**config.mk**
```make
export PLATFORM = sky130hd
export DESIGN_NAME = lpc_ctrl
export DESIGN_NICKNAME = d
export VERILOG_FILES = /design/src/lpc_pkg.sv /design/src/lpc_prio_decode.sv /design/src/lpc_ctrl.sv
export SDC_FILE = /design/constraint.sdc
export NUM_CORES = 1
export LEC_CHECK = 0
export BUFFER_PORTS_ARGS = -buffer_cell sky130_fd_sc_hd__buf_4
export CAP_MARGIN = 5
export CORE_MARGIN = 4
export CORE_UTILIZATION = 39
export DETAILED_ROUTE_END_ITERATION = 12
export PLACE_DENSITY = 0.58
export SYNTH_ARGS = -nofsm -noshare
export SYNTH_HDL_FRONTEND = slang
export SYNTH_SLANG_ARGS = --single-unit
```
**constraint.sdc**
```tcl
create_clock -name i_mclk -period 5.6 [get_ports i_mclk]
set_clock_uncertainty 0.1 [all_clocks]
set_input_delay 0.28 -clock i_mclk [delete_from_list [all_inputs] [get_ports i_mclk]]
set_output_delay 0.28 -clock i_mclk [all_outputs]
set_load 0.02 [all_outputs]
```
**src/lpc_pkg.sv**
```systemverilog
// Constants, register map and carrier types for the low-power and priority control block.
// Assumes a single 40 MHz system clock and a plain single-cycle register port.
// Overview of operation
// - Priority code promotes one maskable source, codes ascending from level interrupt to serial system.
// - Any unassigned priority code promotes the external level interrupt.
// - Priority field writes are taken only while the global interrupt mask is set.
// - Wait instruction stacks registers, then suspends the CPU until a qualifying interrupt.
// - The oscillator keeps running throughout the wait state.
// - In wait the bus keeps reading the address where the condition codes were stacked.
// - Any unmasked interrupt ends the wait state.
// - Timer stops in wait only if interrupts masked and watchdog disabled.
// - Stop halts all clocks including the oscillator; contents are retained.
// - With the stop-disable bit set, the stop instruction is a no-operation.
// - Low on level pin, non-maskable pin or reset leaves stop; clocks restart.
// - A pending falling edge on an edge-sensitive level pin also ends stop.
// - Level pin wakes from stop only while the global interrupt mask is clear.
// - Non-maskable pin always wakes; services only if its mask is clear, else resumes.
// - Reset ending stop performs a full reset sequence, not a resume.
// - An enabled clock monitor produces a reset when stop halts the clocks.
// - Stop exit inserts a stabilization delay when the startup-delay bit is one.
// - Reset sets the startup-delay bit; writable once within 64 E-cycles in normal modes.
// - Power-on reset always gets the delay; a running-clock reset never does.
// - Slow-mode bit inserts a divide-by-16 stage before the internal clock.
// - Slow-mode bit cleared on stop entry and any reset; readable and writable always.
package lpc_pkg;

    // ****************************************************************
    // Register map (indices chosen for this block).
    // ****************************************************************
    localparam logic [3:0] LPC_ADDR_PRIO   = 4'h0;
    localparam logic [3:0] LPC_ADDR_OPTION = 4'h1;
    localparam logic [3:0] LPC_ADDR_SYSTEM_CONFIG_OPTIONS_THREE   = 4'h2;
    localparam logic [3:0] LPC_ADDR_STATUS = 4'h3;

    // Option register fields.
    localparam int LPC_OPT_IRQ_EDGE   = 5;
    localparam int LPC_OPT_DELAY      = 4;
    localparam int LPC_OPT_CLKMON     = 3;
    localparam int LPC_OPT_FCLKMON    = 0;
    localparam int LPC_SYSTEM_CONFIG_OPTIONS_THREE_SLOW      = 0;

    localparam logic [7:0] LPC_OPTION_RST = 8'h10;
    localparam logic [4:0] LPC_PRIO_RST   = 5'h06;

    // Priority codes.
    localparam logic [4:0] LPC_PRIO_FIRST = 5'h06;
    localparam logic [4:0] LPC_PRIO_LAST  = 5'h14;
    localparam int         LPC_NUM_SRC    = 15;

    // Timing.
    localparam int LPC_ONCE_ECYC   = 64;
    localparam int LPC_SLOW_DIV    = 16;
    localparam int LPC_ECLK_DIV    = 4;
    localparam int LPC_ONCE_CYC    = LPC_ONCE_ECYC * LPC_ECLK_DIV;
    localparam int LPC_STAB_CYC    = 4064;
    localparam int LPC_CCR_OFFSET  = 8;

    typedef enum {
        LPC_RUN,
        LPC_WAIT_STACK,
        LPC_WAIT,
        LPC_STOP,
        LPC_STAB
    } lpc_state_t;

    // Register port request.
    typedef struct packed {
        logic [3:0] addr;
        logic [7:0] wdata;
        logic       wr;
        logic       rd;
    } lpc_req_t;

    // Wake sources seen from the pins: two active low levels and an active high edge-pending flag.
    typedef struct packed {
        logic irq_n;
        logic nonmaskable_interrupt_pin_n;
        logic irq_edge_pend;
    } lpc_wake_t;

endpackage : lpc_pkg

```
**src/lpc_prio_decode.sv**
```systemverilog
// Priority-select decoder: maps the five-bit code to a one-hot promoted source.
// Assumes the code comes from a register in the main block.
`timescale 1ns/1ps
module lpc_prio_decode
    import lpc_pkg::*;
(
    // Code in
    input  wire logic [4:0]             i_code,
    // One-hot promoted source, bit 0 is the level interrupt
    output logic      [LPC_NUM_SRC-1:0] o_promote
);

    always_comb
    begin
        o_promote = '0;
        if (i_code >= LPC_PRIO_FIRST && i_code <= LPC_PRIO_LAST)
            o_promote[4'(i_code - LPC_PRIO_FIRST)] = 1'b1;
        else
            o_promote[0] = 1'b1;
    end

endmodule // lpc_prio_decode

```
**src/lpc_ctrl.sv**
```systemverilog
// Low-power state control, priority promotion and clock gating for the CPU.
// Assumes the CPU core signals instruction events as one-cycle pulses on i_mclk.
`timescale 1ns/1ps
module lpc_ctrl
    import lpc_pkg::*;
#(
    parameter int STAB_CYC = LPC_STAB_CYC
)
(
    // Clock and reset
    input  wire logic        i_mclk,
    input  wire logic        i_rst,
    input  wire logic        i_por,
    // Register port
    input  wire lpc_req_t    i_req,
    output logic      [7:0]  o_rdata,
    // CPU core
    input  wire logic        i_wait_exec,
    input  wire logic        i_stop_exec,
    input  wire logic        i_stack_done,
    input  wire logic [15:0] i_sp,
    input  wire logic        i_imask,
    input  wire logic        i_xmask,
    input  wire logic        i_stop_disable,
    input  wire logic        i_special_mode,
    input  wire logic        i_int_pending,
    input  wire logic        i_watchdog_disable,
    // External pins
    input  wire lpc_wake_t   i_wake,
    // Clock and state outputs
    output logic             o_osc_en,
    output logic             o_clk_en,
    output logic             o_cpu_suspend,
    output logic             o_timer_run,
    output logic             o_bus_rd,
    output logic      [15:0] o_bus_addr,
    output logic             o_nonmaskable_interrupt_pin_service,
    output logic             o_clkmon_reset,
    output logic      [LPC_NUM_SRC-1:0] o_promote
);

    // ****************************************************************
    // Registers.
    // ****************************************************************
    lpc_state_t  state_reg;
    lpc_state_t  state_next;
    logic [4:0]  prio_reg;
    logic [7:0]  option_reg;
    logic        once_done_reg;
    logic        slow_reg;
    logic [8:0]  once_cnt_reg;
    logic [12:0] stab_cnt_reg;
    logic [3:0]  div_cnt_reg;
    logic [15:0] ccr_addr_reg;
    logic        nonmaskable_interrupt_pin_service_reg;
    logic        clkmon_reset_reg;
    logic        por_delay_reg;
    logic        wake_any;
    logic        once_window;

    lpc_prio_decode u_decode
    (
        .i_code    (prio_reg),
        .o_promote (o_promote)
    );

    // ****************************************************************
    // Register port.
    // ****************************************************************
    // Mask-gated write.
    always_ff @(posedge i_mclk or posedge i_rst)
    begin
        if (i_rst)
            prio_reg <= LPC_PRIO_RST;
        else if (i_req.wr && i_req.addr == LPC_ADDR_PRIO && i_imask)
            prio_reg <= i_req.wdata[4:0];
    end

    assign once_window = (once_cnt_reg < 9'(LPC_ONCE_CYC)) && !once_done_reg;

    always_ff @(posedge i_mclk or posedge i_rst)
    begin
        if (i_rst)
        begin
            option_reg    <= LPC_OPTION_RST;
            once_done_reg <= 1'b0;
        end
        else if (i_req.wr && i_req.addr == LPC_ADDR_OPTION)
        begin
            if (i_special_mode)
                option_reg <= i_req.wdata;
            else if (once_window)
            begin
                option_reg    <= i_req.wdata;
                once_done_reg <= 1'b1;
            end
        end
    end

    always_ff @(posedge i_mclk or posedge i_rst)
    begin
        if (i_rst)
            once_cnt_reg <= '0;
        else if (once_cnt_reg < 9'(LPC_ONCE_CYC))
            once_cnt_reg <= once_cnt_reg + 9'h001;
    end

    // Slow bit cleared on stop entry.
    always_ff @(posedge i_mclk or posedge i_rst)
    begin
        if (i_rst)
            slow_reg <= 1'b0;
        else if (state_reg == LPC_RUN && i_stop_exec && !i_stop_disable)
            slow_reg <= 1'b0;
        else if (i_req.wr && i_req.addr == LPC_ADDR_SYSTEM_CONFIG_OPTIONS_THREE)
            slow_reg <= i_req.wdata[LPC_SYSTEM_CONFIG_OPTIONS_THREE_SLOW];
    end

    // Read data lasts exactly one cycle after the strobe.
    always_ff @(posedge i_mclk or posedge i_rst)
    begin
        if (i_rst)
            o_rdata <= 8'h00;
        else if (i_req.rd)
        begin
            case (i_req.addr)
                LPC_ADDR_PRIO:   o_rdata <= {3'h0, prio_reg};
                LPC_ADDR_OPTION: o_rdata <= option_reg;
                LPC_ADDR_SYSTEM_CONFIG_OPTIONS_THREE:   o_rdata <= {7'h00, slow_reg};
                LPC_ADDR_STATUS: o_rdata <= {5'h00, 3'(state_reg)};
                default:         o_rdata <= 8'h00;
            endcase
        end
        else
            o_rdata <= 8'h00;
    end

    // ****************************************************************
    // Wake detection.
    // ****************************************************************
    // Stop wake sources.
    assign wake_any = !i_wake.nonmaskable_interrupt_pin_n
                   || (!i_imask && !i_wake.irq_n && !option_reg[LPC_OPT_IRQ_EDGE])
                   || (!i_imask && i_wake.irq_edge_pend && option_reg[LPC_OPT_IRQ_EDGE]);

    // ****************************************************************
    // State machine.
    // ****************************************************************
    always_comb
    begin
        state_next = state_reg;
        case (state_reg)
            LPC_RUN:
            begin
                if (i_stop_exec && !i_stop_disable)
                    state_next = LPC_STOP;
                else if (i_wait_exec)
                    state_next = LPC_WAIT_STACK;
            end
            LPC_WAIT_STACK:
                if (i_stack_done)
                    state_next = LPC_WAIT;
            LPC_WAIT:
                if (i_int_pending)
                    state_next = LPC_RUN;
            LPC_STOP:
                if (wake_any)
                    // Delay only with the bit set.
                    state_next = option_reg[LPC_OPT_DELAY] ? LPC_STAB : LPC_RUN;
            LPC_STAB:
                if (stab_cnt_reg == '0)
                    state_next = LPC_RUN;
            default:
                state_next = LPC_RUN;
        endcase
    end

    // A reset always restarts at the top; power-on starts stabilizing.
    always_ff @(posedge i_mclk or posedge i_rst)
    begin
        if (i_rst)
            state_reg <= LPC_RUN;
        else if (por_delay_reg && i_por)
            state_reg <= LPC_STAB;
        else
            state_reg <= state_next;
    end

    // Power-on seen through reset is caught after the release.
    always_ff @(posedge i_mclk or posedge i_rst)
    begin
        if (i_rst)
            por_delay_reg <= 1'b1;
        else
            por_delay_reg <= 1'b0;
    end

    always_ff @(posedge i_mclk or posedge i_rst)
    begin
        if (i_rst)
            stab_cnt_reg <= '0;
        else if ((por_delay_reg && i_por) || (state_reg == LPC_STOP && state_next == LPC_STAB))
            stab_cnt_reg <= 13'(STAB_CYC - 1);
        else if (state_reg == LPC_STAB && stab_cnt_reg != '0)
            stab_cnt_reg <= stab_cnt_reg - 13'h0001;
    end

    // Non-maskable wake, serviced only with its mask clear.
    always_ff @(posedge i_mclk or posedge i_rst)
    begin
        if (i_rst)
            nonmaskable_interrupt_pin_service_reg <= 1'b0;
        else
            nonmaskable_interrupt_pin_service_reg <= state_reg == LPC_STOP && !i_wake.nonmaskable_interrupt_pin_n && !i_xmask;
    end

    always_ff @(posedge i_mclk or posedge i_rst)
    begin
        if (i_rst)
            clkmon_reset_reg <= 1'b0;
        else
            clkmon_reset_reg <= state_reg == LPC_STOP
                             && (option_reg[LPC_OPT_CLKMON] || option_reg[LPC_OPT_FCLKMON]);
    end

    always_ff @(posedge i_mclk or posedge i_rst)
    begin
        if (i_rst)
            ccr_addr_reg <= 16'h0000;
        else if (state_reg == LPC_RUN && i_wait_exec)
            ccr_addr_reg <= i_sp - 16'(LPC_CCR_OFFSET);
    end

    always_ff @(posedge i_mclk or posedge i_rst)
    begin
        if (i_rst)
            div_cnt_reg <= 4'h0;
        else
            div_cnt_reg <= div_cnt_reg + 4'h1;
    end

    // ****************************************************************
    // Outputs.
    // ****************************************************************
    // Oscillator off only in stop.
    assign o_osc_en       = state_reg != LPC_STOP;
    // The stabilization wait also holds the internal clock, since the oscillator is not yet trusted.
    assign o_clk_en       = (state_reg != LPC_STOP) && (state_reg != LPC_STAB)
                         && (!slow_reg || div_cnt_reg == 4'(LPC_SLOW_DIV - 1));
    assign o_cpu_suspend  = state_reg == LPC_WAIT;
    assign o_timer_run    = !(state_reg == LPC_WAIT && i_imask && i_watchdog_disable)
                         && state_reg != LPC_STOP;
    assign o_bus_rd       = state_reg == LPC_WAIT;
    assign o_bus_addr     = ccr_addr_reg;
    assign o_nonmaskable_interrupt_pin_service = nonmaskable_interrupt_pin_service_reg;
    assign o_clkmon_reset = clkmon_reset_reg;

endmodule // lpc_ctrl

```
# After elaboration in Yosys (flattened, before gate mapping)
# Index checks and enable logic that the tools add are counted.
# word_totals
register_bits	100
in_bits	45
output_inout_bits	46
elab_cells	109
# op_classes
add_sub_neg	5
n_lt_le_gt_ge	5
eq_ne	14
mux	21
bitwise	1
n_reduce_logical	50
# ops
operator	n
$mux 32	7
$pmux 32 s5	1
$eq 32x3->1 const B	3
$eq 32x2->1 const B	2
$eq 32x4->1 const B	2
$logic_not 32->1	2
$eq 32x1->1 const B	1
$ne 32x3->1 const B	1
$ne 32x4->1 const B	1
$pmux 8 s4	1
$logic_and 1x1->1	26
$mux 13	2
$mux 8	3
$sub 16x4->16 const B	1
$mux 14	1
$logic_not 13->1	1
$reduce_bool 13->1	1
$sub 13x1->13 const B	1
$add 9x1->9 const B	1
$logic_not 1->1	9
$lt 9x9->1 const B	1
$eq 4x2->1 const B	2
$reduce_bool 2->1	3
$ge 5x3->1 const B	1
other kinds (15)	22

# Depth between registers and ports, before layout
# Gate-level depths: netlist (run 1).
# depth
depth_word	11
mapped_depth	8

# Cells and area by module
# From an unflattened synthesis (run 1), not the netlist that was laid out.
# unflattened
cells_unflattened	382
hier_area_um2	4584.4
# by_module_without_submodules
module	n_inst	cells_per_inst	area_per_inst_um2	seq_area_each_um2
lpc_ctrl	1	341	4271.6	2507.4
lpc_prio_decode	1	41	312.8	0.0

# Worst setup path before layout (run 1)
# OpenSTA, ideal clock, no wires.
# synth_path
path_kind	register to output
from	register prio_reg[1]
to	output o_promote[6]
t_arrival_ns	2.075
setup_slack_ns	3.145
path_stages_with_launch	6
cell_sequence	dfstp_2 > clkbuf_1 > inv_1 > ha_1 > or3_1 > nor3_1
# synth_between
elab_chain_len	6
word_cells_on_any_way	10
# synth_lines
item	line	text
start, declared	lpc_ctrl.sv:47	logic [4:0] prio_reg;
start signal, assigned	lpc_ctrl.sv:76	prio_reg <= i_req.wdata[4:0];
$sub 4x3->4	lpc_prio_decode.sv:17	o_promote[4'(i_code - LPC_PRIO_FIRST)] = 1'b1;
$lt 4x5->1 (not written as such) / $ge 4x1->1 (equally long branches)	lpc_prio_decode.sv:17	
$logic_and 1x1->1 (not written as such)	lpc_prio_decode.sv:17	
$mux 1 (not written as such)	lpc_prio_decode.sv:17	
$demux 1 s4	n/a	
$mux 14 *	lpc_prio_decode.sv:16	if (i_code >= LPC_PRIO_FIRST && i_code <= LPC_PRIO_LAST)
end, declared	lpc_ctrl.sv:39	output logic [LPC_NUM_SRC-1:0] o_promote
# Mark *: on every way between the ends. The rest lies on a longest branch, timed or not.

# Worst setup path in the final report (run 1)
# layout_path
from	register state_reg[20]
to	output o_timer_run
# layout_between
elab_chain_len	5
word_cells_on_any_way	6
# layout_lines
item	line	text
start, declared	lpc_ctrl.sv:45	lpc_state_t state_reg;
start signal, assigned	lpc_ctrl.sv:186	state_reg <= state_next;
$eq 32x3->1	lpc_ctrl.sv:251	assign o_timer_run = !(state_reg == LPC_WAIT && i_imask && i_watchdog_disable)
$logic_and 1x1->1 (2 in a row)	lpc_ctrl.sv:251	
$logic_not 1->1	lpc_ctrl.sv:251	
$logic_and 1x1->1 *	lpc_ctrl.sv:252	&& state_reg != LPC_STOP;
end, declared	lpc_ctrl.sv:34	output logic o_timer_run,
# Marks and branches as above.

==> qor.yml, run 1 <==
status:
  status: "finished clean"
floorplanning:
  top_level_ports: 91
  fp.dieW_microns: 115
  fp.dieH_microns: 115
  die_footprint_sq_um: 13200
  initial_core_util: 0.405
  number_of_placement_rows: 38
  core_region_area_sq_um: 11000
global_routing:
  grt_util_all_layers: 0.144
  via_count_of_the_first_global_routing_pass: 3141
  groute.layer.met2.usage: 0.247
  grt.met3_usage: 0.0342
  global_route_wire_length_before_repair_microns: 15200
  grt_use_met1: 0.183
  globalRoute.totalOverflow: 0
  antenna_found_initial: 0
  global_route.peak_usage_layer: "met2"
  grt_start_max_net_pins: 56
synth:
  main_area_contributors_after_synthesis: "sky130_fd_sc_hd__dfrtp_1 54%, sky130_fd_sc_hd__mux2_2 5.3%, sky130_fd_sc_hd__nor2_1 3.4%, sky130_fd_sc_hd__xor2_1 2.5%, sky130_fd_sc_hd__dfstp_2 2.4%"
  synth_ff_type: "sky130_fd_sc_hd__dfrtp_1"
  yosys_register_bits: 100
  yosys.area.top_type_share: 0.538
  gate_count_after_technology_mapping: 371
  yosysTopAreaCell: "sky130_fd_sc_hd__dfrtp_1"
  synthesis.yosys.warnings: 0
  syn_area_sq_um: 4470
  synthDistinctLibCells: 56
  seq_area_frac_synth: 0.561
  synth_enable_flop_cells: 0
  post_synth.cell_area_avg_sq_um: 12.0
  postSynth.asyncResetShare: 1.00
final_layout:
  final_util: 0.520
  mostFrequentLayoutCell: "sky130_fd_sc_hd__dfrtp_1"
  antenna-diode-count: 0
  area_growth_syn_to_layout_pct: 28.4
  nets: 547
  layout_common_cells: "96 x sky130_fd_sc_hd__dfrtp_1, 92 x sky130_fd_sc_hd__buf_4, 40 x sky130_fd_sc_hd__nor2_1"
  area.sequential_sq_um: 2510
  fillCellCount: 1019
  multi_input_comb_area_sq_um: 1990
  drive_above_1_share: 0.321
  max_reg_flops: 32
critical_path:
  cp_data_arrival_time_ns: 2.48
  critical_path_buf_inv_count: 1
  critical-path-max-stage-delay_ns: 0.55
  regToRegStartpoint: "state_reg[20]"
  crit_required_ns: 5.22
  critPathCaptureType: "primary output"
  criticalPathCategory: "reg -> out"
  critPathMaxFanout: 7
  worst_path_max_delay_cell: "sky130_fd_sc_hd__nor3_1"
  critical_path.cell_chain: "nor4_2, nand4_2, nor3_1, nand2_1, or2_2, buf_4"
  regToRegEndpoint: "o_nonmaskable_interrupt_pin_service"
  reg2reg_setup_slack_ns: 2.98
  setup.worst_path.start_class: "register"
  worst-r2r-cell-count: 6
  crit_family: "simple AND/OR/NAND/NOR gates"
clocking:
  tritoncts: "yes"
  cts-buffers-inserted: 9
  worst_setup_hold_path_clk_slew_ns: 0.07
  clock_insertion_delay_worst_skew_ns: 0.33
  ctsHtreeMaxLevel: 3
  postCtsHoldBufs: 3
  cts.root.buffer_cell: "sky130_fd_sc_hd__clkbuf_16"
  worst_case_clock_buffer_depth: 2
  postCtsSetupRepairBufs: 0
  cts.repair.resized: 0
  numClockSinks: 100
sta:
  count_of_final_hold_check_violations: 0
  relSlewSlack: 0.475
  setup_total_negative_slack_ns: 0
  maxSlewViolCount: 0
  worst-slew-pin-transition_ns: 0.781
  maxClockFrequency_mhz: 350
  period_share: 0.511
  rsz0062_at_grt: "false"
  setup_viol_count_final: 0
  fin_hold_ws_ns: 0.0726
  final_period_minus_worst_setup_slack_ns: 2.86
placement:
  port_buffers: 90
  place.detailed.hpwl_microns: 6870
  gpl.final_weighted_congestion: 0.796
route:
  drt_wl_total_microns: 9160
  post_drt_wl_per_cell_microns: 14.3
  route.antenna.remaining_nets: 0
  num_vias: 3130
  dr.pass1.iters: 4
  detailedRoute.firstIterationViolations: 98
  remaining_drc_errors: 0
  avgViaCountPerCell: 4.88
power:
  vdd_ir_drop_max_uv: 144
  total_power_w: 0.00162
  p_per_area_nw_per_um2: 283
  leakage_power_figure_nw: 2.65
hold_path:
  min_delay_endpoint: "option_reg[7]"
  number_of_cells_on_the_worst_hold_path: 2
  class_of_the_tightest_hold_or_removal_check: "in -> reg"
  hold_start: "i_req[9]"
run:
  timing.max_cap.violations: 0
[synth_stat cells, drive strengths merged (2+ instances only)]
library cell   n
ha             6
nand4          8
nand3         10
dfstp          4
mux2i          6
or2            2
xnor2         12
o21ai         11
inv            9
or3b           2
clkbuf         8
mux4           2
nand3b         4
nand2         21
a21o           4
a21oi          6
nor4          11
and3           6
nor3b          2
buf            2
nand2b         6
and4           4
a31oi          4
mux2          28
nor2          40
or3            3
or4            4
dfrtp         96
xor2          13
nor2b          4
nor3          18
[kinds of logic (layout without fill, tap and decap cells)]
kind of cell,count (synthesis),after routing,share of synthesized area
xor gates and xnor gates,25,25,0.0490
adders and majority gates,6,6,0.0168
buffers and inverters,19,120,0.0185
and+or+nand+nor,149,149,0.203
DFF,100,100,0.561
AOI/OAI and AO/OA,35,35,0.0510
muxes,36,36,0.0999
other,1,30,0.000839
[where the power goes]
group	total (W)	leakage (nW)	internal (W)	switching (W)
sequential	0.000796	1.21	0.000762	0.0000337
combinational	0.000192	1.29	0.0000909	0.000101
clock	0.000633	0.152	0.000365	0.000268
[worst max-delay path by stage]
stage | start | end | depth (start not counted)
finish | state_reg[20] | o_timer_run | 6
global placement | state_reg[20] | o_timer_run | 6
floorplan | i_rst | div_cnt_reg[0] | 1
global route | state_reg[20] | o_timer_run | 6
detailed placement | state_reg[17] | o_timer_run | 6
CTS | state_reg[24] | o_timer_run | 6
[per-stage QoR]
| step | setup WS (ns) | area [sq um] | cells |
|---|---|---|---|
| 3_5_place_dp | 3.10 | 5400 | 622 |
| 6_report | 2.74 | 5740 | 641 |
| 4_1_cts | 2.72 | 5740 | 641 |
| 2_1_floorplan | 2.61 | 4580 | 400 |
| 3_3_place_gp | 3.14 | 5400 | 622 |
| 5_1_grt | 2.52 | 5740 | 641 |
[metal layers]
| layer | part of all wire | wire length, microns | up-vias |
|---|---|---|---|
| met2 | 0.52 | 4740 | 56 |
| met1 | 0.43 | 3980 | 1533 |
| met5 | 0 | 0 | - |
| li1 | - | - | 1534 |
| met4 | 0.0082 | 75 | 0 |
| met3 | 0.040 | 366 | 7 |
[layout make-up]
class | count | area share
sequential | 100 | 0.437
multi-input combinational | 281 | 0.346
timing repair buffer | 95 | 0.126
clock buffer | 11 | 0.0423
tap | 140 | 0.0305
clock inverter | 5 | 0.0118
inverter | 9 | 0.00632
No activity file was read; power rests on OpenSTA's default activity.
==> inputs of run 2 (changes only) <==
- ABC_AREA: not set -> 1
- clock period: 5.6 -> 2.7 ns (I/O delays scaled with it)
==> qor.yml, run 2 <==
clocking:
  ctsHtreeMaxLevel: 3  # unchanged
  cts.repair.resized: 0  # unchanged
  postCtsHoldBufs: 23  # was 3
  worst_setup_hold_path_clk_slew_ns: 0.06  # was 0.07 ns
  tritoncts: "yes"  # unchanged
  cts.root.buffer_cell: "sky130_fd_sc_hd__clkbuf_16"  # unchanged
  postCtsSetupRepairBufs: 0  # unchanged
  worst_case_clock_buffer_depth: 2  # unchanged
  clock_insertion_delay_worst_skew_ns: 0.34  # was 0.33 ns
  numClockSinks: 100  # unchanged
  cts-buffers-inserted: 9  # unchanged
synth:
  synthesis.yosys.warnings: 0  # unchanged
  yosys.area.top_type_share: 0.521  # was 0.538
  synth_enable_flop_cells: 0  # unchanged
  synthDistinctLibCells: 38  # was 56
  post_synth.cell_area_avg_sq_um: 8.55  # was 12.0 sq um
  synth_ff_type: "sky130_fd_sc_hd__dfrtp_1"  # unchanged
  postSynth.asyncResetShare: 1.00  # unchanged
  gate_count_after_technology_mapping: 539  # was 371
  yosys_register_bits: 100  # unchanged
  synth.cells.most_frequent: "110 x sky130_fd_sc_hd__nand2_1, 96 x sky130_fd_sc_hd__dfrtp_1, 81 x sky130_fd_sc_hd__nor2_1"  # was 96 x sky130_fd_sc_hd__dfrtp_1, 40 x sky130_fd_sc_hd__nor2_1, 21 x sky130_fd_sc_hd__mux2_2, 21 x sky130_fd_sc_hd__nand2_1, 16 x sky130_fd_sc_hd__nor3_1
  syn_area_sq_um: 4610  # was 4470 sq um
  yosysTopAreaCell: "sky130_fd_sc_hd__dfrtp_1"  # unchanged
  seq_area_frac_synth: 0.544  # was 0.561
  yosysMostFrequentCell: "sky130_fd_sc_hd__nand2_1"  # was sky130_fd_sc_hd__dfrtp_1
  main_area_contributors_after_synthesis: "sky130_fd_sc_hd__dfrtp_1 52%, sky130_fd_sc_hd__nand2_1 9.0%, sky130_fd_sc_hd__nor2_1 6.6%, sky130_fd_sc_hd__inv_1 6.4%, sky130_fd_sc_hd__nand3_1 5.1%"  # was sky130_fd_sc_hd__dfrtp_1 54%, sky130_fd_sc_hd__mux2_2 5.3%, sky130_fd_sc_hd__nor2_1 3.4%, sky130_fd_sc_hd__xor2_1 2.5%, sky130_fd_sc_hd__dfstp_2 2.4%
route:
  remaining_drc_errors: 0  # unchanged
  dr.pass1.iters: 4  # unchanged
  post_drt_wl_per_cell_microns: 12.2  # was 14.3 microns
  avgViaCountPerCell: 4.54  # was 4.88
  drt_wl_total_microns: 10200  # was 9160 microns
  num_vias: 3790  # was 3130
  detailedRoute.firstIterationViolations: 192  # was 98
  route.antenna.remaining_nets: 0  # unchanged
power:
  total_power_w: 0.00331  # was 0.00162 W
  p_per_area_nw_per_um2: 544  # was 283 nW/um^2
  vdd_ir_drop_max_uv: 243  # was 144 uV
  leakage_power_figure_nw: 3.12  # was 2.65 nW
sta:
  setup_viol_count_final: 0  # unchanged
  period_share: 0.867
  count_of_final_hold_check_violations: 0  # unchanged
  worst-slew-pin-transition_ns: 0.606  # was 0.781 ns
  rsz0062_at_grt: "false"  # unchanged
  fin_ws_ns: 0.360  # was 2.74 ns
  maxSlewViolCount: 0  # unchanged
  maxClockFrequency_mhz: 427
  final_period_minus_worst_setup_slack_ns: 2.34
  relSlewSlack: 0.595  # was 0.475
  setup_total_negative_slack_ns: 0  # unchanged
global_routing:
  grt_start_max_net_pins: 101  # was 56
  grt_util_all_layers: 0.162  # was 0.144
  antenna_found_initial: 0  # unchanged
  globalRoute.totalOverflow: 0  # unchanged
  global_route_wire_length_before_repair_microns: 17200  # was 15200 microns
  via_count_of_the_first_global_routing_pass: 3783  # was 3141
final_layout:
  nets: 738  # was 547
  area_growth_syn_to_layout_pct: 32.0  # was 28.4%
  layout_common_cells: "110 x sky130_fd_sc_hd__nand2_1, 96 x sky130_fd_sc_hd__dfrtp_1, 90 x sky130_fd_sc_hd__buf_4"  # was 96 x sky130_fd_sc_hd__dfrtp_1, 92 x sky130_fd_sc_hd__buf_4, 40 x sky130_fd_sc_hd__nor2_1
  final_util: 0.528  # was 0.520
  fillCellCount: 1106  # was 1019
  mostFrequentLayoutCell: "sky130_fd_sc_hd__nand2_1"  # was sky130_fd_sc_hd__dfrtp_1
  drive_above_1_share: 0.200  # was 0.321
  max_reg_flops: 32  # unchanged
  antenna-diode-count: 0  # unchanged
  layout.cells.non_filler: 834  # was 641
critical_path:
  crit_family: "flip-flops"  # was simple AND/OR/NAND/NOR gates
  worst_path_max_delay_cell: "sky130_fd_sc_hd__dfstp_2"  # was sky130_fd_sc_hd__nor3_1
  crit_required_ns: 2.47  # was 5.22 ns
  critical_path.cell_chain: "ha_1, a21oi_1, o31ai_1, nand3_1, nor2_1, buf_4"  # was nor4_2, nand4_2, nor3_1, nand2_1, or2_2, buf_4
  critical-path-max-stage-delay_ns: 0.56  # was 0.55 ns
  critPathMaxFanout: 5  # was 7
  setup.worst_path.start_class: "register"  # unchanged
  criticalPathCategory: "reg -> out"  # unchanged
  critical_path_buf_inv_count: 1  # unchanged
  cp_data_arrival_time_ns: 2.10  # was 2.48 ns
  critPathCaptureType: "primary output"  # unchanged
status:
  status: "finished clean"  # unchanged
floorplanning:
  top_level_ports: 91  # unchanged
  die_footprint_sq_um: 13600  # was 13200 sq um
  initial_core_util: 0.400  # was 0.405
  number_of_placement_rows: 39  # was 38
  fp.dieW_microns: 117  # was 115 microns
  fp.dieH_microns: 117  # was 115 microns
  core_region_area_sq_um: 11500  # was 11000 sq um
run:
  timing.max_cap.violations: 0  # unchanged
placement:
  gpl.final_weighted_congestion: 0.845  # was 0.796
  port_buffers: 90  # unchanged
  place.detailed.hpwl_microns: 7620  # was 6870 microns
  detailedPlace.worstSlack_ns: 0.631  # was 3.10 ns
  placed_cells: 796  # was 622
hold_path:
  class_of_the_tightest_hold_or_removal_check: "in -> reg"  # unchanged
run 2: cell types whose count changed after synthesis, sizes merged, moves of 8 or more:
cell,delta
o21ai,+26
nor3,-9
nor4,-11
nand2,+92
clkbuf,-8
inv,+73
nor2,+51
nand3,+38
mux2,-28
run 2: cells by family (layout without fill, tap and decap cells):
kind of cell,Yosys count,in the layout,share of synthesized area
compound gates,58,58,0.0749
xor+xnor,15,15,0.0285
fa+ha+maj,6,6,0.0163
buf+inv,88,211,0.0766
flops,100,100,0.544
other cells,1,30,0.000814
simple gates,271,271,0.259
run 2: metrics by stage:
| stage | instance area [sq um] | hold slack [ns] |
|---|---|---|
| 5_1_grt | 6080 | 0.0131 |
| 6_report | 6080 | 0.0291 |
| 2_1_floorplan | 4720 | 0.106 |
| 4_1_cts | 6080 | 0.0110 |
| 3_3_place_gp | 5550 | 0.206 |
| 3_5_place_dp | 5550 | 0.211 |
run 2: final cells by class:
cell class | count | area [sq um] | share of cell area
multi-input combinational | 380 | 1860 | 0.305
tap | 143 | 179 | 0.0294
timing repair buffer | 114 | 926 | 0.152
inverter | 82 | 312 | 0.0512
sequential | 100 | 2510 | 0.412
clock buffer | 12 | 256 | 0.0422
clock inverter | 3 | 43.8 | 0.00720
run 2: report_power, final:
group	leakage, nW	switching (W)	total, W	internal (W)
Clock	0.149	0.000520	0.00128	0.000765
Sequential	1.22	0.0000467	0.00162	0.00158
Combinational	1.76	0.000232	0.000397	0.000165
Total	3.12	0.000799	0.00331	0.00251
run 2: worst min-delay path, delay by kind of cell:
kind | cells | cell delay (ns)
simple gates | 3 | 0.21
buf+inv | 1 | 0.08
run 2: path summary, 6_finish.rpt:
check	start	endpoint	slack (ns)	cells past startpoint
worst max-delay path	prio_reg[2]	o_promote[10]	0.36	6
worst min-delay path	i_sp[14]	o_bus_addr[14]	0.03	4
worst max register to register	stab_cnt_reg[0]	stab_cnt_reg[6]	0.63	9
worst min register to register	div_cnt_reg[0]	div_cnt_reg[0]	0.35	1
max in group asynchronous	i_rst	prio_reg[1]	1.71	4
min in group asynchronous	i_rst	once_cnt_reg[4]	0.41	4
run 2: routing by layer:
layer	wire (microns)	global-route usage	vias up
met4	199	0.0742	0
met3	851	0.0477	13
li1	-	-	1955
met2	4520	0.265	113
met1	4620	0.198	1709
met5	0	0	-
==> inputs of run 3 (changes only) <==
- ABC_AREA: 1 -> not set
- CORE_MARGIN: 4 -> 5
==> qor.yml, run 3 (synthesis results as in run 1) <==
hold_path:
  class_of_the_tightest_hold_or_removal_check: "in -> reg"  # unchanged
  number_of_cells_on_the_worst_hold_path: 3  # was 4
  min_delay_endpoint: "once_done_reg"  # was o_bus_addr[14]
  hold_start: "i_special_mode"  # was i_sp[14]
placement:
  port_buffers: 90  # unchanged
  place.detailed.hpwl_microns: 6810  # was 7620 microns
  gpl.final_weighted_congestion: 0.791  # was 0.845
  placed_cells: 629  # was 796
clocking:
  cts.root.buffer_cell: "sky130_fd_sc_hd__clkbuf_16"  # unchanged
  numClockSinks: 100  # unchanged
  tritoncts: "yes"  # unchanged
  postCtsSetupRepairBufs: 0  # unchanged
  postCtsHoldBufs: 19  # was 23
  worst_setup_hold_path_clk_slew_ns: 0.06  # about the same
  cts.repair.resized: 0  # unchanged
  clock_insertion_delay_worst_skew_ns: 0.34  # about the same
  ctsHtreeMaxLevel: 3  # unchanged
  worst_case_clock_buffer_depth: 2  # unchanged
  cts-buffers-inserted: 9  # unchanged
power:
  clock_power_share: 0.395  # was 0.389
  power_switching_share: 0.241  # was 0.242
  combPwrFrac: 0.123  # was 0.120
  vdd_ir_drop_max_uv: 484  # was 243 uV
  cell_internal_pwr_w: 0.00260  # was 0.00251 W
  leakage_power_figure_nw: 2.74  # was 3.12 nW
  switching_power_w: 0.000827  # was 0.000799 W
  p_per_area_nw_per_um2: 576  # was 544 nW/um^2
  seq_power_share: 0.482  # was 0.491
final_layout:
  nets: 567  # was 738
  layout.cells.non_filler: 664  # was 834
  area_growth_syn_to_layout_pct: 33.1  # was 32.0%
  max_reg_flops: 32  # unchanged
  mostFrequentLayoutCell: "sky130_fd_sc_hd__dfrtp_1"  # was sky130_fd_sc_hd__nand2_1
  layout_common_cells: "96 x sky130_fd_sc_hd__dfrtp_1, 95 x sky130_fd_sc_hd__buf_4, 40 x sky130_fd_sc_hd__nor2_1"  # was 110 x sky130_fd_sc_hd__nand2_1, 96 x sky130_fd_sc_hd__dfrtp_1, 90 x sky130_fd_sc_hd__buf_4
  fillCellCount: 1001  # was 1106
  multi_input_comb_area_sq_um: 1990  # was 1860 sq um
  drive_above_1_share: 0.317  # was 0.200
  area.sequential_sq_um: 2510  # unchanged
  final_util: 0.526  # was 0.528
  antenna-diode-count: 0  # unchanged
floorplanning:
  core_region_area_sq_um: 11300  # was 11500 sq um
  fp.dieH_microns: 117  # about the same
  initial_core_util: 0.395  # was 0.400
  die_footprint_sq_um: 13700  # was 13600 sq um
  number_of_placement_rows: 39  # unchanged
  fp.dieW_microns: 117  # about the same
  top_level_ports: 91  # unchanged
sta:
  final_period_minus_worst_setup_slack_ns: 2.52  # was 2.34 ns
  rsz0062_at_grt: "false"  # unchanged
  maxClockFrequency_mhz: 398  # was 427 MHz
  count_of_final_hold_check_violations: 0  # unchanged
  maxSlewViolCount: 0  # unchanged
  setup_viol_count_final: 0  # unchanged
  fin_hold_ws_ns: 0.0186  # was 0.0291 ns
  worst-slew-pin-transition_ns: 0.793  # was 0.606 ns
  setup_total_negative_slack_ns: 0  # unchanged
  relSlewSlack: 0.468  # was 0.595
  period_share: 0.931  # was 0.867
route:
  avgViaCountPerCell: 4.78  # was 4.54
  route.antenna.remaining_nets: 0  # unchanged
  drt_wl_total_microns: 9250  # was 10200 microns
  num_vias: 3177  # was 3790
  remaining_drc_errors: 0  # unchanged
  detailedRoute.firstIterationViolations: 200  # was 192
  post_drt_wl_per_cell_microns: 13.9  # was 12.2 microns
  dr.pass1.iters: 4  # unchanged
global_routing:
  groute.layer.met2.usage: 0.236  # was 0.265
  grt_util_all_layers: 0.145  # was 0.162
  antenna_found_initial: 0  # unchanged
  grt_use_met1: 0.186  # was 0.198
  global_route_wire_length_before_repair_microns: 15400  # was 17200 microns
  global_route.peak_usage_layer: "met2"  # unchanged
  grt.met3_usage: 0.0494  # was 0.0477
  globalRoute.totalOverflow: 0  # unchanged
  via_count_of_the_first_global_routing_pass: 3189  # was 3783
  grt_start_max_net_pins: 37  # was 101
critical_path:
  worst-r2r-cell-count: 7  # was 9
  reg2reg_setup_slack_ns: 0.26  # was 0.63 ns
  critPathMaxFanout: 7  # was 5
  regToRegEndpoint: "o_nonmaskable_interrupt_pin_service"  # was stab_cnt_reg[6]
  crit_required_ns: 2.47  # about the same
  critPathCaptureType: "primary output"  # unchanged
  cp_data_arrival_time_ns: 2.28  # was 2.10 ns
  setup.worst_path.start_class: "register"  # unchanged
  regToRegStartpoint: "state_reg[20]"  # was stab_cnt_reg[0]
  criticalPathCategory: "reg -> out"  # unchanged
run:
  timing.max_cap.violations: 0  # unchanged
status:
  status: "finished clean"  # unchanged
==> run 3: stage by stage <==
stage / setup slack, ns / area, sq um / power [W]
2_1_floorplan: 0.390 / 4580 / 0.00191
3_3_place_gp: 0.510 / 5450 / 0.00208
3_5_place_dp: 0.457 / 5450 / 0.00209
4_1_cts: 0.138 / 5950 / 0.00348
5_1_grt: 0.0163 / 5950 / 0.00359
6_report: 0.185 / 5950 / 0.00343
==> run 3: layer usage <==
layer,routed length [microns],vias up
met5,0,-
met4,132,0
met3,749,12
met2,4230,91
met1,4140,1506
li1,-,1568
==> run 3: worst max-delay path by stage <==
stage | start | end | slack (ns) | cells after the start
6_report | state_reg[20] | o_timer_run | 0.19 | 7
5_1_grt | prio_reg[1] | o_promote[6] | 0.02 | 7
4_1_cts | state_reg[20] | o_timer_run | 0.14 | 7
3_5_place_dp | state_reg[20] | o_bus_addr[9] | 0.46 | 5
3_3_place_gp | state_reg[20] | o_bus_addr[11] | 0.51 | 5
2_1_floorplan | prio_reg[1] | o_promote[6] | 0.39 | 5
==> run 3: area by class of cell <==
| type | count | share of cell area |
|---|---|---|
| timing repair buffer | 115 | 0.155 |
| clock buffer | 10 | 0.0385 |
| sequential | 100 | 0.421 |
| inverter | 9 | 0.00631 |
| clock inverter | 6 | 0.0145 |
| multi-input combinational | 281 | 0.334 |
| tap | 143 | 0.0301 |
==> run 3: power groups by stage <==
| stage | combinational [W] | clock (W) | sequential (W) |
|---|---|---|---|
| floorplan | 0.000260 | 0 | 0.00165 |
| global placement | 0.000399 | 0 | 0.00168 |
| detailed placement | 0.000405 | 0 | 0.00168 |
| CTS | 0.000427 | 0.00140 | 0.00165 |
| global route | 0.000474 | 0.00145 | 0.00167 |
| finish | 0.000421 | 0.00135 | 0.00165 |
==> run 3: critical path: stages, from the launching register on <==
cell and delay, ns:
sky130_fd_sc_hd__dfrtp_1 0.38, sky130_fd_sc_hd__nor4_2 0.35, sky130_fd_sc_hd__nand4_2 0.30, sky130_fd_sc_hd__nor3_1 0.21, sky130_fd_sc_hd__buf_4 0.16, sky130_fd_sc_hd__nand2_1 0.06
sky130_fd_sc_hd__or2_2 0.32, sky130_fd_sc_hd__buf_4 0.16
